===== config.mk =====
export PLATFORM = sky130hd
export DESIGN_NAME = faa_file_alu
export DESIGN_NICKNAME = d
export VERILOG_FILES = /design/src/hw/faa_pkg.sv /design/src/hw/faa_file_alu.sv
export SDC_FILE = /design/constraint.sdc
export NUM_CORES = 1
export LEC_CHECK = 0
export BUFFER_PORTS_ARGS = -buffer_cell sky130_fd_sc_hd__clkbuf_2
export CORE_UTILIZATION = 25
export DETAILED_ROUTE_END_ITERATION = 8
export SYNTH_ARGS = -nofsm -noshare
export SYNTH_HDL_FRONTEND = slang
export SYNTH_SLANG_ARGS = --single-unit
export TNS_END_PERCENT = 100

===== constraint.sdc =====
create_clock -name ref_clk -period 6.51 [get_ports ref_clk]
set_clock_uncertainty 0.2 [all_clocks]
set_input_delay 0.9765 -clock ref_clk [delete_from_list [all_inputs] [get_ports ref_clk]]
set_output_delay 0.9765 -clock ref_clk [all_outputs]
set_load 0.05 [all_outputs]

===== src/hw/faa_pkg.sv =====
package faa_pkg;

   // ---------------------------------------------------------------
   // Instruction word layout
   // ---------------------------------------------------------------
   localparam int          FAA_IW_W      = 14;
   localparam int          FAA_FA_W      = 7;
   localparam int          FAA_DW        = 8;
   localparam logic [1:0]  FAA_PREFIX    = 2'h0;
   localparam logic [3:0]  FAA_OPC_AND   = 4'h5;
   localparam logic [3:0]  FAA_OPC_ADD   = 4'h7;
   localparam logic        FAA_DEST_ACC  = 1'h0;
   localparam logic        FAA_DEST_FILE = 1'h1;
   localparam int          FAA_NIB_MSB   = 3;

   // ---------------------------------------------------------------
   // Reset values
   // ---------------------------------------------------------------
   localparam logic [7:0]  FAA_ACC_RST   = 8'h00;
   localparam logic        FAA_FLAG_RST  = 1'h0;
   localparam logic [6:0]  FAA_ADDR_RST  = 7'h00;
   localparam logic [7:0]  FAA_BYTE_RST  = 8'h00;

   typedef struct packed {
      logic [1:0] prefix;
      logic [3:0] opcode;
      logic       dest;
      logic [6:0] faddr;
   } faa_instr_s;

   typedef struct packed {
      logic zero;
      logic carry;
      logic digit_carry_flag;
   } faa_flags_s;

   typedef enum logic [1:0] {
      FAA_K_NONE,
      FAA_K_AND,
      FAA_K_ADD
   } faa_kind_e;

   typedef enum logic [1:0] {
      FAA_S_IDLE,
      FAA_S_READ,
      FAA_S_EXEC
   } faa_state_e;

   function automatic faa_kind_e faa_decode(input faa_instr_s iw);
      faa_decode = FAA_K_NONE;
      if (iw.prefix == FAA_PREFIX && iw.opcode == FAA_OPC_AND) begin
         faa_decode = FAA_K_AND;
      end else if (iw.prefix == FAA_PREFIX &&
                   iw.opcode == FAA_OPC_ADD) begin
         faa_decode = FAA_K_ADD;
      end
   endfunction

endpackage


===== src/hw/faa_file_alu.sv =====
// Behaviour
// - Recognise AND form: 00, 0101, destination bit, seven-bit file address.
// - Recognise add form: 00, 0111, destination bit, seven-bit file address.
// - File address is seven bits, registers 0 to 127 of current bank.
// - AND: result is accumulator AND file; only zero flag changes.
// - Add: eight-bit sum; carry, digit carry and zero flags change.
// - Destination 0 writes accumulator; 1 overwrites the file register.
`timescale 1ns/1ps

module faa_file_alu
   import faa_pkg::*;
(
   input  wire logic              ref_clk,        // Core clock, 10 MHz
   input  wire logic              sys_rst,        // Sync reset, high
   input  wire logic              instr_valid,    // Instruction offered
   input  wire faa_instr_s        instr_word,     // 14-bit opcode word
   input  wire logic              accum_ld,       // Preload accumulator
   input  wire logic [7:0]        accum_ld_data,  // Preload value
   input  wire logic [7:0]        file_rd_data,   // File data, 1 cyc late
   output logic                   instr_ready_r,  // Can take a word
   output logic                   file_rd_en_r,   // File read strobe
   output logic [6:0]             file_rd_addr_r, // File read address
   output logic                   file_wr_en_r,   // File write strobe
   output logic [6:0]             file_wr_addr_r, // File write address
   output logic [7:0]             file_wr_data_r, // File write data
   output logic [7:0]             accum_r,        // Accumulator
   output faa_flags_s             flags_r,        // Status flags
   output logic [7:0]             result_r,       // Last result
   output logic                   done_r,         // Execute finished
   output logic                   unknown_r       // Word not handled
);

   // ---------------------------------------------------------------
   // Decode and sequencing
   // ---------------------------------------------------------------
   faa_state_e  state_r;
   faa_kind_e   kind_r;
   logic        dest_r;
   logic [6:0]  faddr_r;
   faa_kind_e   kind_in;
   logic        take;

   assign kind_in = faa_decode(instr_word);
   assign take    = instr_valid && instr_ready_r;

   always_ff @(posedge ref_clk) begin
      if (sys_rst) begin
         state_r <= FAA_S_IDLE;
      end else begin
         unique case (state_r)
            FAA_S_IDLE: begin
               if (take && kind_in != FAA_K_NONE) begin
                  state_r <= FAA_S_READ;
               end
            end
            FAA_S_READ: begin
               state_r <= FAA_S_EXEC;
            end
            FAA_S_EXEC: begin
               state_r <= FAA_S_IDLE;
            end
         endcase
      end
   end

   // Ready drops for the read and execute cycles; other words keep it up
   always_ff @(posedge ref_clk) begin
      if (sys_rst) begin
         instr_ready_r <= 1'b0;
      end else begin
         instr_ready_r <= (state_r == FAA_S_IDLE && !take) ||
                          (state_r == FAA_S_IDLE && take &&
                           kind_in == FAA_K_NONE) ||
                          state_r == FAA_S_EXEC;
      end
   end

   // Operand capture; only the two handled forms start a read
   always_ff @(posedge ref_clk) begin
      if (sys_rst) begin
         kind_r         <= FAA_K_NONE;
         dest_r         <= FAA_DEST_ACC;
         faddr_r        <= FAA_ADDR_RST;
         file_rd_en_r   <= 1'b0;
         file_rd_addr_r <= FAA_ADDR_RST;
         unknown_r      <= 1'b0;
      end else begin
         file_rd_en_r <= 1'b0;
         unknown_r    <= take && kind_in == FAA_K_NONE;
         if (take && kind_in != FAA_K_NONE) begin
            kind_r         <= kind_in;
            dest_r         <= instr_word.dest;
            faddr_r        <= instr_word.faddr;
            file_rd_en_r   <= 1'b1;
            file_rd_addr_r <= instr_word.faddr;
         end
      end
   end

   // ---------------------------------------------------------------
   // Datapath
   // ---------------------------------------------------------------
   logic [8:0]  sum9;
   logic [4:0]  nib5;
   logic [7:0]  res;
   logic        exec;

   assign exec = state_r == FAA_S_EXEC;
   assign sum9 = {1'b0, accum_r} + {1'b0, file_rd_data};
   // Digit carry comes from its own sum of the low nibbles
   assign nib5 = {1'b0, accum_r[FAA_NIB_MSB:0]} +
                 {1'b0, file_rd_data[FAA_NIB_MSB:0]};
   assign res  = (kind_r == FAA_K_AND) ? (accum_r & file_rd_data)
                                       : sum9[7:0];

   // External preload yields to an executing instruction that writes the accumulator
   always_ff @(posedge ref_clk) begin
      if (sys_rst) begin
         accum_r <= FAA_ACC_RST;
      end else if (exec && dest_r == FAA_DEST_ACC) begin
         accum_r <= res;
      end else if (accum_ld) begin
         accum_r <= accum_ld_data;
      end
   end

   always_ff @(posedge ref_clk) begin
      if (sys_rst) begin
         file_wr_en_r   <= 1'b0;
         file_wr_addr_r <= FAA_ADDR_RST;
         file_wr_data_r <= FAA_BYTE_RST;
      end else begin
         file_wr_en_r <= exec && dest_r == FAA_DEST_FILE;
         if (exec) begin
            file_wr_addr_r <= faddr_r;
            file_wr_data_r <= res;
         end
      end
   end

   always_ff @(posedge ref_clk) begin
      if (sys_rst) begin
         flags_r <= '{FAA_FLAG_RST, FAA_FLAG_RST, FAA_FLAG_RST};
      end else if (exec) begin
         flags_r.zero <= res == 8'h00;
         if (kind_r == FAA_K_ADD) begin
            flags_r.carry            <= sum9[8];
            flags_r.digit_carry_flag <= nib5[4];
         end
      end
   end

   always_ff @(posedge ref_clk) begin
      if (sys_rst) begin
         result_r <= FAA_BYTE_RST;
         done_r   <= 1'b0;
      end else begin
         done_r <= exec;
         if (exec) begin
            result_r <= res;
         end
      end
   end

   // ---------------------------------------------------------------
   // Checks
   // ---------------------------------------------------------------
   logic [7:0] chk_a_r;
   logic [7:0] chk_f_r;
   logic       chk_ld_r;

   // Operands seen at execute, kept for the result checks
   always_ff @(posedge ref_clk) begin
      if (sys_rst) begin
         chk_a_r  <= 8'h00;
         chk_f_r  <= 8'h00;
         chk_ld_r <= 1'b0;
      end else begin
         chk_ld_r <= accum_ld;
         if (exec) begin
            chk_a_r <= accum_r;
            chk_f_r <= file_rd_data;
         end
      end
   end
endmodule


==> results of run 1 <==
-- tightest hold or removal path, delay by kind of cell, from the launching register on --
| kind | cells | cell delay, ns |
|---|---|---|
| flip-flops | 1 | 0.33 |
| AND/OR/NAND/NOR | 1 | 0.07 |
| multiplexers | 1 | 0.06 |
-- stage by stage --
step / hold slack, ns / worst slack, ns / instance area [um2] / power [W] / util
CTS: 0.309 / 3.47 / 2700 / 0.000664 / 0.323
finish: 0.301 / 3.42 / 2700 / 0.000654 / 0.323
detailed placement: 0.287 / 3.14 / 2610 / 0.000491 / 0.313
global route: 0.331 / 3.27 / 2700 / 0.000697 / 0.323
floorplan: 0.276 / 3.39 / 2180 / 0.000446 / -
global placement: 0.279 / 3.20 / 2610 / 0.000487 / 0.313
-- cells in the final DEF (no fill, tap or decap), types with 3 or more instances in the layout --
cell type  synthesis  routed
clkbuf_2           0      79
a211o_1            4       4
nand2_1            6       6
ha_1              11      11
nor2b_1           10      10
nor2_1            37      37
a211oi_1          23      23
a21oi_1            7       7
nor3_1             4       3
clkbuf_8           0       6
mux2i_1           23      23
dfxtp_1           43      43
inv_1              6       6
-- cell type report --
class / count / share of cell area
Multi-Input combinational cell: 165 / 0.442
Sequential cell: 43 / 0.319
Timing Repair Buffer: 80 / 0.149
Tap cell: 105 / 0.0487
Clock buffer: 6 / 0.0306
Inverter: 6 / 0.00835
Clock inverter: 1 / 0.00186
-- state kept, by name, summed over array words and instances, names as in the netlist --
register and cells:
state_r 2, file_wr_addr_r 7, instr_ready_r 1, file_rd_en_r 1, result_r 8, faddr_r 7
flags_r 3, unknown_r 1, accum_r 8, dest_r 1, file_wr_en_r 1, done_r 1
kind_r 2
-- kinds of logic (layout without fill, tap and decap cells) --
| logic type | count (synthesis) | in the layout | synth area share |
|---|---|---|---|
| buf+inv | 26 | 93 | 0.0603 |
| flops | 43 | 43 | 0.395 |
| fa+ha+maj | 12 | 12 | 0.0724 |
| mux | 25 | 25 | 0.117 |
| simple gates | 74 | 74 | 0.165 |
| compound gates | 53 | 53 | 0.186 |
| xor+xnor | 1 | 1 | 0.00402 |
-- where the power goes --
part	internal, W	switching (W)	total [W]
registers	0.000277	0.0000114	0.000289
clock network	0.0000833	0.0000855	0.000169
logic	0.0000661	0.000131	0.000197
total	0.000427	0.000228	0.000654
-- metal layers --
metal  share of wire  track usage
met5               0            0
met2            0.44        0.209
met4          0.0071       0.0354
met1            0.48        0.155
met3           0.073       0.0375
-- how the worst max path moves through the flow --
stage | start | end | depth (start not counted)
after floorplan | file_rd_data[0] | flags_r[2]$_SDFFE_PP0P_ | 7
after global placement | file_rd_data[0] | flags_r[2]$_SDFFE_PP0P_ | 8
after detailed placement | file_rd_data[0] | flags_r[2]$_SDFFE_PP0P_ | 8
after CTS | file_rd_data[0] | flags_r[2]$_SDFFE_PP0P_ | 8
after global routing | file_rd_data[0] | flags_r[2]$_SDFFE_PP0P_ | 8
final | file_rd_data[0] | flags_r[2]$_SDFFE_PP0P_ | 8
==> summary.txt, run 1 <==
Status
  • Status: finished clean

Die
  • Die ar.: about 0.0091 mm2
  • Starting Density: 0.261
  • Core Rows: 33
  • Chip height: roughly 95 um
  • IO Pins: 80
  • Chip Width: between 90 and 100 um
  • Core area: roughly 0.0083 mm2

Logic synthesis
  • Post-synth EDFFs: 0
  • Synth area leaders: dfxtp_1 (40%), mux2i_1 (11%), a211oi_1 (7.9%), nor2_1 (6.4%), ha_1 (6.3%)
  • Cells after Synth: between 200 and 250
  • Register area share after synthesis: 0.395
  • Warnings from Yosys: 0
  • Synth top area share: 0.395
  • Post-synth top area cell: dfxtp_1
  • Main flop type after synthesis: dfxtp_1
  • Cell variety after synth: 42
  • Async S/R FF share, synth: 0
  • Synthesized area: between 0.002 and 0.0025 mm2
  • Mapped Nets: 280
  • Synth top cells by count: dfxtp_1 (43), nor2_1 (37), a211oi_1 (23), mux2i_1 (23), ha_1 (11)
  • #FFs+latches synth: 43
  • Count leader, synth: dfxtp_1
  • Mean Syn Cell Area: between 9 and 10 um2

Min path
  • Hold depth: 2
  • Worst Hold Launch: file_wr_addr_r[0]$_SDFFE_PP0P_
  • Hold EP: file_wr_addr_r[0]$_SDFFE_PP0P_
  • HP Class: reg2reg

Pwr
  • Leakage: between 1 and 1.5 nW
  • Max rail drop VDD: ~0.092 mV
  • Pwr dens: approximately 240 mW/mm2

Layout
  • Share of layout cells above drive strength 1: 0.322
  • N_diodes: 0
  • Final net count: around 350
  • Finished Layout Cells: 406
  • Syn-to-layout area delta: 23.8%
  • Sequential Area: 861 um2
  • Fillers: 887
  • Area occupied by multi-input gates: approximately 0.0012 mm2

Worst setup path
  • CP Capture Type: flip-flop
  • Critical R2R Capture: flags_r[2]$_SDFFE_PP0P_
  • R2r worst-path depth: 7
  • Slowest cell on the critical path: fa_1
  • Crit-path most repeated cell: a211o_1
  • WP buf/inv: 1
  • Setup Crit Path Kind: in2reg
  • Crit path cell chain: clkbuf_2 -> ha_1 -> fa_1 -> a211o_1 -> a211o_1 -> a221oi_2 -> o21ai_0 -> a31o_2
  • Max incr delay on CP: roughly 0.45 ns
  • CP delay by family, top: compound AO/OA/AOI/OAI gates
  • Worst path required time: between 6 and 7 ns
  • Critical R2R Launch: accum_r[0]$_SDFFE_PP0P_
  • Startpoint class of the critical path: input pin
  • FF-to-FF setup slack: between 3 and 4 ns
  • Worst-path maximum fanout: 5
  • Critical Path AT: 3.08 ns

CTS
  • CTS tree: done
  • CTS Buf Count: 5
  • Clock root buffer: clkbuf_8
  • Post_cts resized: 0
  • Max Root-Sink Buffers: 2
  • Clk_lat worst skew: around 0.29 ns
  • Clock sinks: 43
  • Post-CTS Hold Buffers: 0
  • Post-CTS setup buffers: 0
  • Clk slew on worst S/H paths: roughly 0.080 ns
  • Htree depth: 2

Timing
  • Final Hold Violating Endpoints: 0
  • Slew headroom: 0.220
  • Final setup violating endpoints: 0
  • Setup TNS: 0 ns
  • Max frequency: roughly 0.32 GHz
  • RSZ-0062 raised after global routing: no
  • Final worst-path cycle share: 0.474
  • Max-slew violations: 0
  • Worst slew pin tran: around 1.2 ns
  • Tmin final: just over 3 ns

Route
  • Wirelength per Cell: between 10 and 15 um
  • Vias/cell: 4.63
  • Vias post-DR: 1879
  • Routed Antenna Nets: 0
  • DRC Markers: 0
  • Final wirelength: around 5.5 mm
  • DRT Pass-1 Iters: 4
  • DRT iter0 DRCs: 50

Global route
  • Initial antenna violation count: 0
  • Congestion Overflow GR: 0
  • Vias in the first global route: 1786
  • First-pass GRT wire length: a little under 9 mm
  • Largest net degree at the start of global routing: 43
  • GRT Total Usage: 0.125

Job
  • Max-Cap Viols: 0

Place
  • Placed cells: roughly 400
  • Port bufs: approximately 80
  • HPWL after detailed placement: around 4 mm
  • Placer congestion estimate: 0.877
Note: power is estimated with default switching activity, not from simulation.
==> run 2, diff against run 1 <==
--- a/config.mk
+++ b/config.mk
@@ -5,6 +5,7 @@
 export SDC_FILE = /design/constraint.sdc
 export NUM_CORES = 1
 export LEC_CHECK = 0
+export ABC_AREA = 1
 export BUFFER_PORTS_ARGS = -buffer_cell sky130_fd_sc_hd__clkbuf_2
 export CORE_UTILIZATION = 25
 export DETAILED_ROUTE_END_ITERATION = 8
==> constraint.sdc (replaced) <==
create_clock -name ref_clk -period 2.5 [get_ports ref_clk]
set_clock_uncertainty 0.2 [all_clocks]
set_input_delay 0.375 -clock ref_clk [delete_from_list [all_inputs] [get_ports ref_clk]]
set_output_delay 0.375 -clock ref_clk [all_outputs]
set_load 0.05 [all_outputs]
==> run 2 against run 1 <==
Net effect:
- register-to-register slack got worse by 3.5 ns
- via count rose by 15%
- sequential share of layout area fell by 0.58 points
==> summary.txt, run 2 <==
Worst setup path
  • Max incr delay on CP: 0.43 ns
  • Slowest cell on the critical path: fa_1
  • CP Capture Type: flip-flop
  • Critical Path AT: between 2 and 2.5 ns
  • Worst path required time: between 2 and 3 ns
  • Crit path cell chain: ha_1 -> fa_1 -> inv_1 -> nand2_4 -> o21ai_2 -> nand3_2 -> nor2_1 -> nand2_1 -> nor2_1 -> nand3_1 -> a21oi_2
  • Startpoint class of the critical path: flip-flop
  • CP delay by family, top: adder cells
  • Crit-path most repeated cell: nor2_1
  • WP buf/inv: 1
  • Setup Crit Path Kind: reg2reg
  • Worst-path maximum fanout: 4

Logic synthesis
  • Synth top cells by count: nand2_1 (52), nor2_1 (48), dfxtp_1 (43), inv_1 (40), o21ai_0 (31)
  • Mean Syn Cell Area: roughly 7 um2
  • Synth top area share: 0.392
  • Register area share after synthesis: 0.392
  • Cells after Synth: 309
  • Count leader, synth: nand2_1
  • Largest family of logic cells by synthesized area: simple AND/OR/NAND/NOR gates
  • Synthesized area: about 0.0022 mm2
  • Synth Area in Adders: 0.0718
  • Synth Area in Compound Gates: 0.157
  • #FFs+latches synth: 43
  • Mux contribution to synthesized area: 0.00456
  • Mapped Nets: ~360
  • Xor/xnor cell area share of the yosys netlist: 0
  • Main flop type after synthesis: dfxtp_1
  • Async S/R FF share, synth: 0
  • Simple-Gate Fraction of Synth Area: 0.251
  • Warnings from Yosys: 0
  • Post-synth top area cell: dfxtp_1
  • Synth area leaders: dfxtp_1 (39%), nand2_1 (8.9%), nor2_1 (8.2%), o21ai_0 (7.1%), inv_1 (6.8%)
  • Cell variety after synth: 33
  • Post-synth EDFFs: 0

Route
  • DRC Markers: 0
  • Wirelength per Cell: ~12 um
  • DRT iter0 DRCs: roughly 90
  • Final wirelength: 5.83 mm
  • Vias/cell: about 4.4
  • Routed Antenna Nets: 0
  • DRT Pass-1 Iters: 4
  • Vias post-DR: around 2200

Pwr
  • Power Total: 0.00312 W
  • Pwr dens: 1140 mW/mm2
  • Max rail drop VDD: between 0.4 and 0.5 mV
  • Leakage: 1.47 nW

Layout
  • N_diodes: 0
  • Finished Layout Cells: around 490
  • Area occupied by multi-input gates: 0.00106 mm2
  • Final net count: approximately 430
  • Fillers: roughly 910
  • Most common cell after layout, fill and taps aside: clkbuf_2
  • Most frequent cells in the layout: clkbuf_2 (79), nand2_1 (52), nor2_1 (48)
  • Share of layout cells above drive strength 1: 0.263
  • Top flop regs: accum_r x8, result_r x8
  • Sequential Area: roughly 860 um2
  • Syn-to-layout area delta: 25.1%

Die
  • Die ar.: 0.00916 mm2
  • Chip height: around 96 um
  • Core area: approximately 0.0083 mm2
  • Core Rows: 33
  • Starting Density: 0.263
  • Chip Width: 95.7 um
  • IO Pins: 80

Timing
  • Post-route setup slack: roughly 0.38 ns
  • Final worst-path cycle share: 0.848
  • Worst slew pin tran: roughly 0.73 ns
  • Hold WS: slightly above 0.09 ns
  • Setup TNS: 0 ns
  • Final setup violating endpoints: 0
  • Tmin final: 2.12 ns
  • Final Hold Violating Endpoints: 0
  • Max frequency: between 0.4 and 0.5 GHz
  • Slew headroom: 0.516
  • Max-slew violations: 0
  • RSZ-0062 raised after global routing: no

CTS
  • Clock root buffer: clkbuf_8
  • Htree depth: 2
  • Post_cts resized: 0
  • Clk slew on worst S/H paths: 0.09 ns
  • Post-CTS setup buffers: 0
  • Max Root-Sink Buffers: 2
  • Clk_lat worst skew: 0.30 ns
  • Clock sinks: 43
  • CTS Buf Count: 5
  • Post-CTS Hold Buffers: 0
  • CTS tree: done

Place
  • Placer congestion estimate: around 0.85
  • HPWL after detailed placement: 4.44 mm
  • Pre-CTS WS: roughly 0.28 ns
  • Port bufs: 79
  • Placed cells: 477

Global route
  • First-pass GRT wire length: between 9 and 10 mm
  • Largest net degree at the start of global routing: 23
  • Initial antenna violation count: 0
  • GRT Total Usage: 0.134
  • Congestion Overflow GR: 0
  • Vias in the first global route: between 2000 and 2500

Status
  • Status: finished clean

Job
  • Max-Cap Viols: 0

Min path
  • HP Class: in2reg
run 2: cell families (layout without fill, tap and decap cells):
group | count (synthesis) | in the layout
AO/OA/AOI/OAI | 62 | 62
adder cells (fa/ha/maj) | 12 | 12
multiplexers | 1 | 1
flip-flops | 43 | 43
AND/OR/NAND/NOR | 130 | 130
buffers and inverters | 61 | 132
run 2: report_power, final:
part,internal (W),switching (W)
Combinational,0.000407,0.00121
Sequential,0.000836,0.000104
Clock,0.000301,0.000260
run 2: worst reg2reg max path: stages, from the launching register on:
cell and delay (ns):
dfxtp_1 0.37, ha_1 0.24, fa_1 0.43, inv_1 0.11
nand2_4 0.05, o21ai_2 0.09, nand3_2 0.08, nor2_1 0.09
nand2_1 0.06, nor2_1 0.13, nand3_1 0.10, a21oi_2 0.12
run 2: through the flow:
step / instance area (um2) / utilization
2_1_floorplan: 2190 / -
3_3_place_gp: 2630 / 0.315
3_5_place_dp: 2630 / 0.315
4_1_cts: 2750 / 0.329
5_1_grt: 2750 / 0.329
6_report: 2750 / 0.329
run 2: area by class of cell:
cell class	count	share of cell area
flip-flops and latches	43	0.313
well taps	105	0.0478
clock inverters	3	0.0169
multi-input cells	205	0.387
inverters	42	0.0574
repair buffers	82	0.152
clock buffers	5	0.0251
run 2: worst paths after layout:
path,from,end,slack (ns),cells past startpoint
max,accum_r[0]$_SDFFE_PP0P_,flags_r[2]$_SDFFE_PP0P_,0.38,11
min,instr_word[6],faddr_r[6]$_SDFFE_PP0P_,0.09,3
max reg2reg,accum_r[0]$_SDFFE_PP0P_,flags_r[2]$_SDFFE_PP0P_,0.38,11
min reg2reg,dest_r$_SDFFE_PP0P_,file_wr_en_r$_SDFF_PP0_,0.28,2
run 2: layer usage:
layer	vias to the layer above	global-route usage	routed length, um
li1	1125	-	-
met1	962	0.168	2730
met2	66	0.229	2700
met3	4	0.0363	375
met4	0	0.0299	30
met5	-	0	0
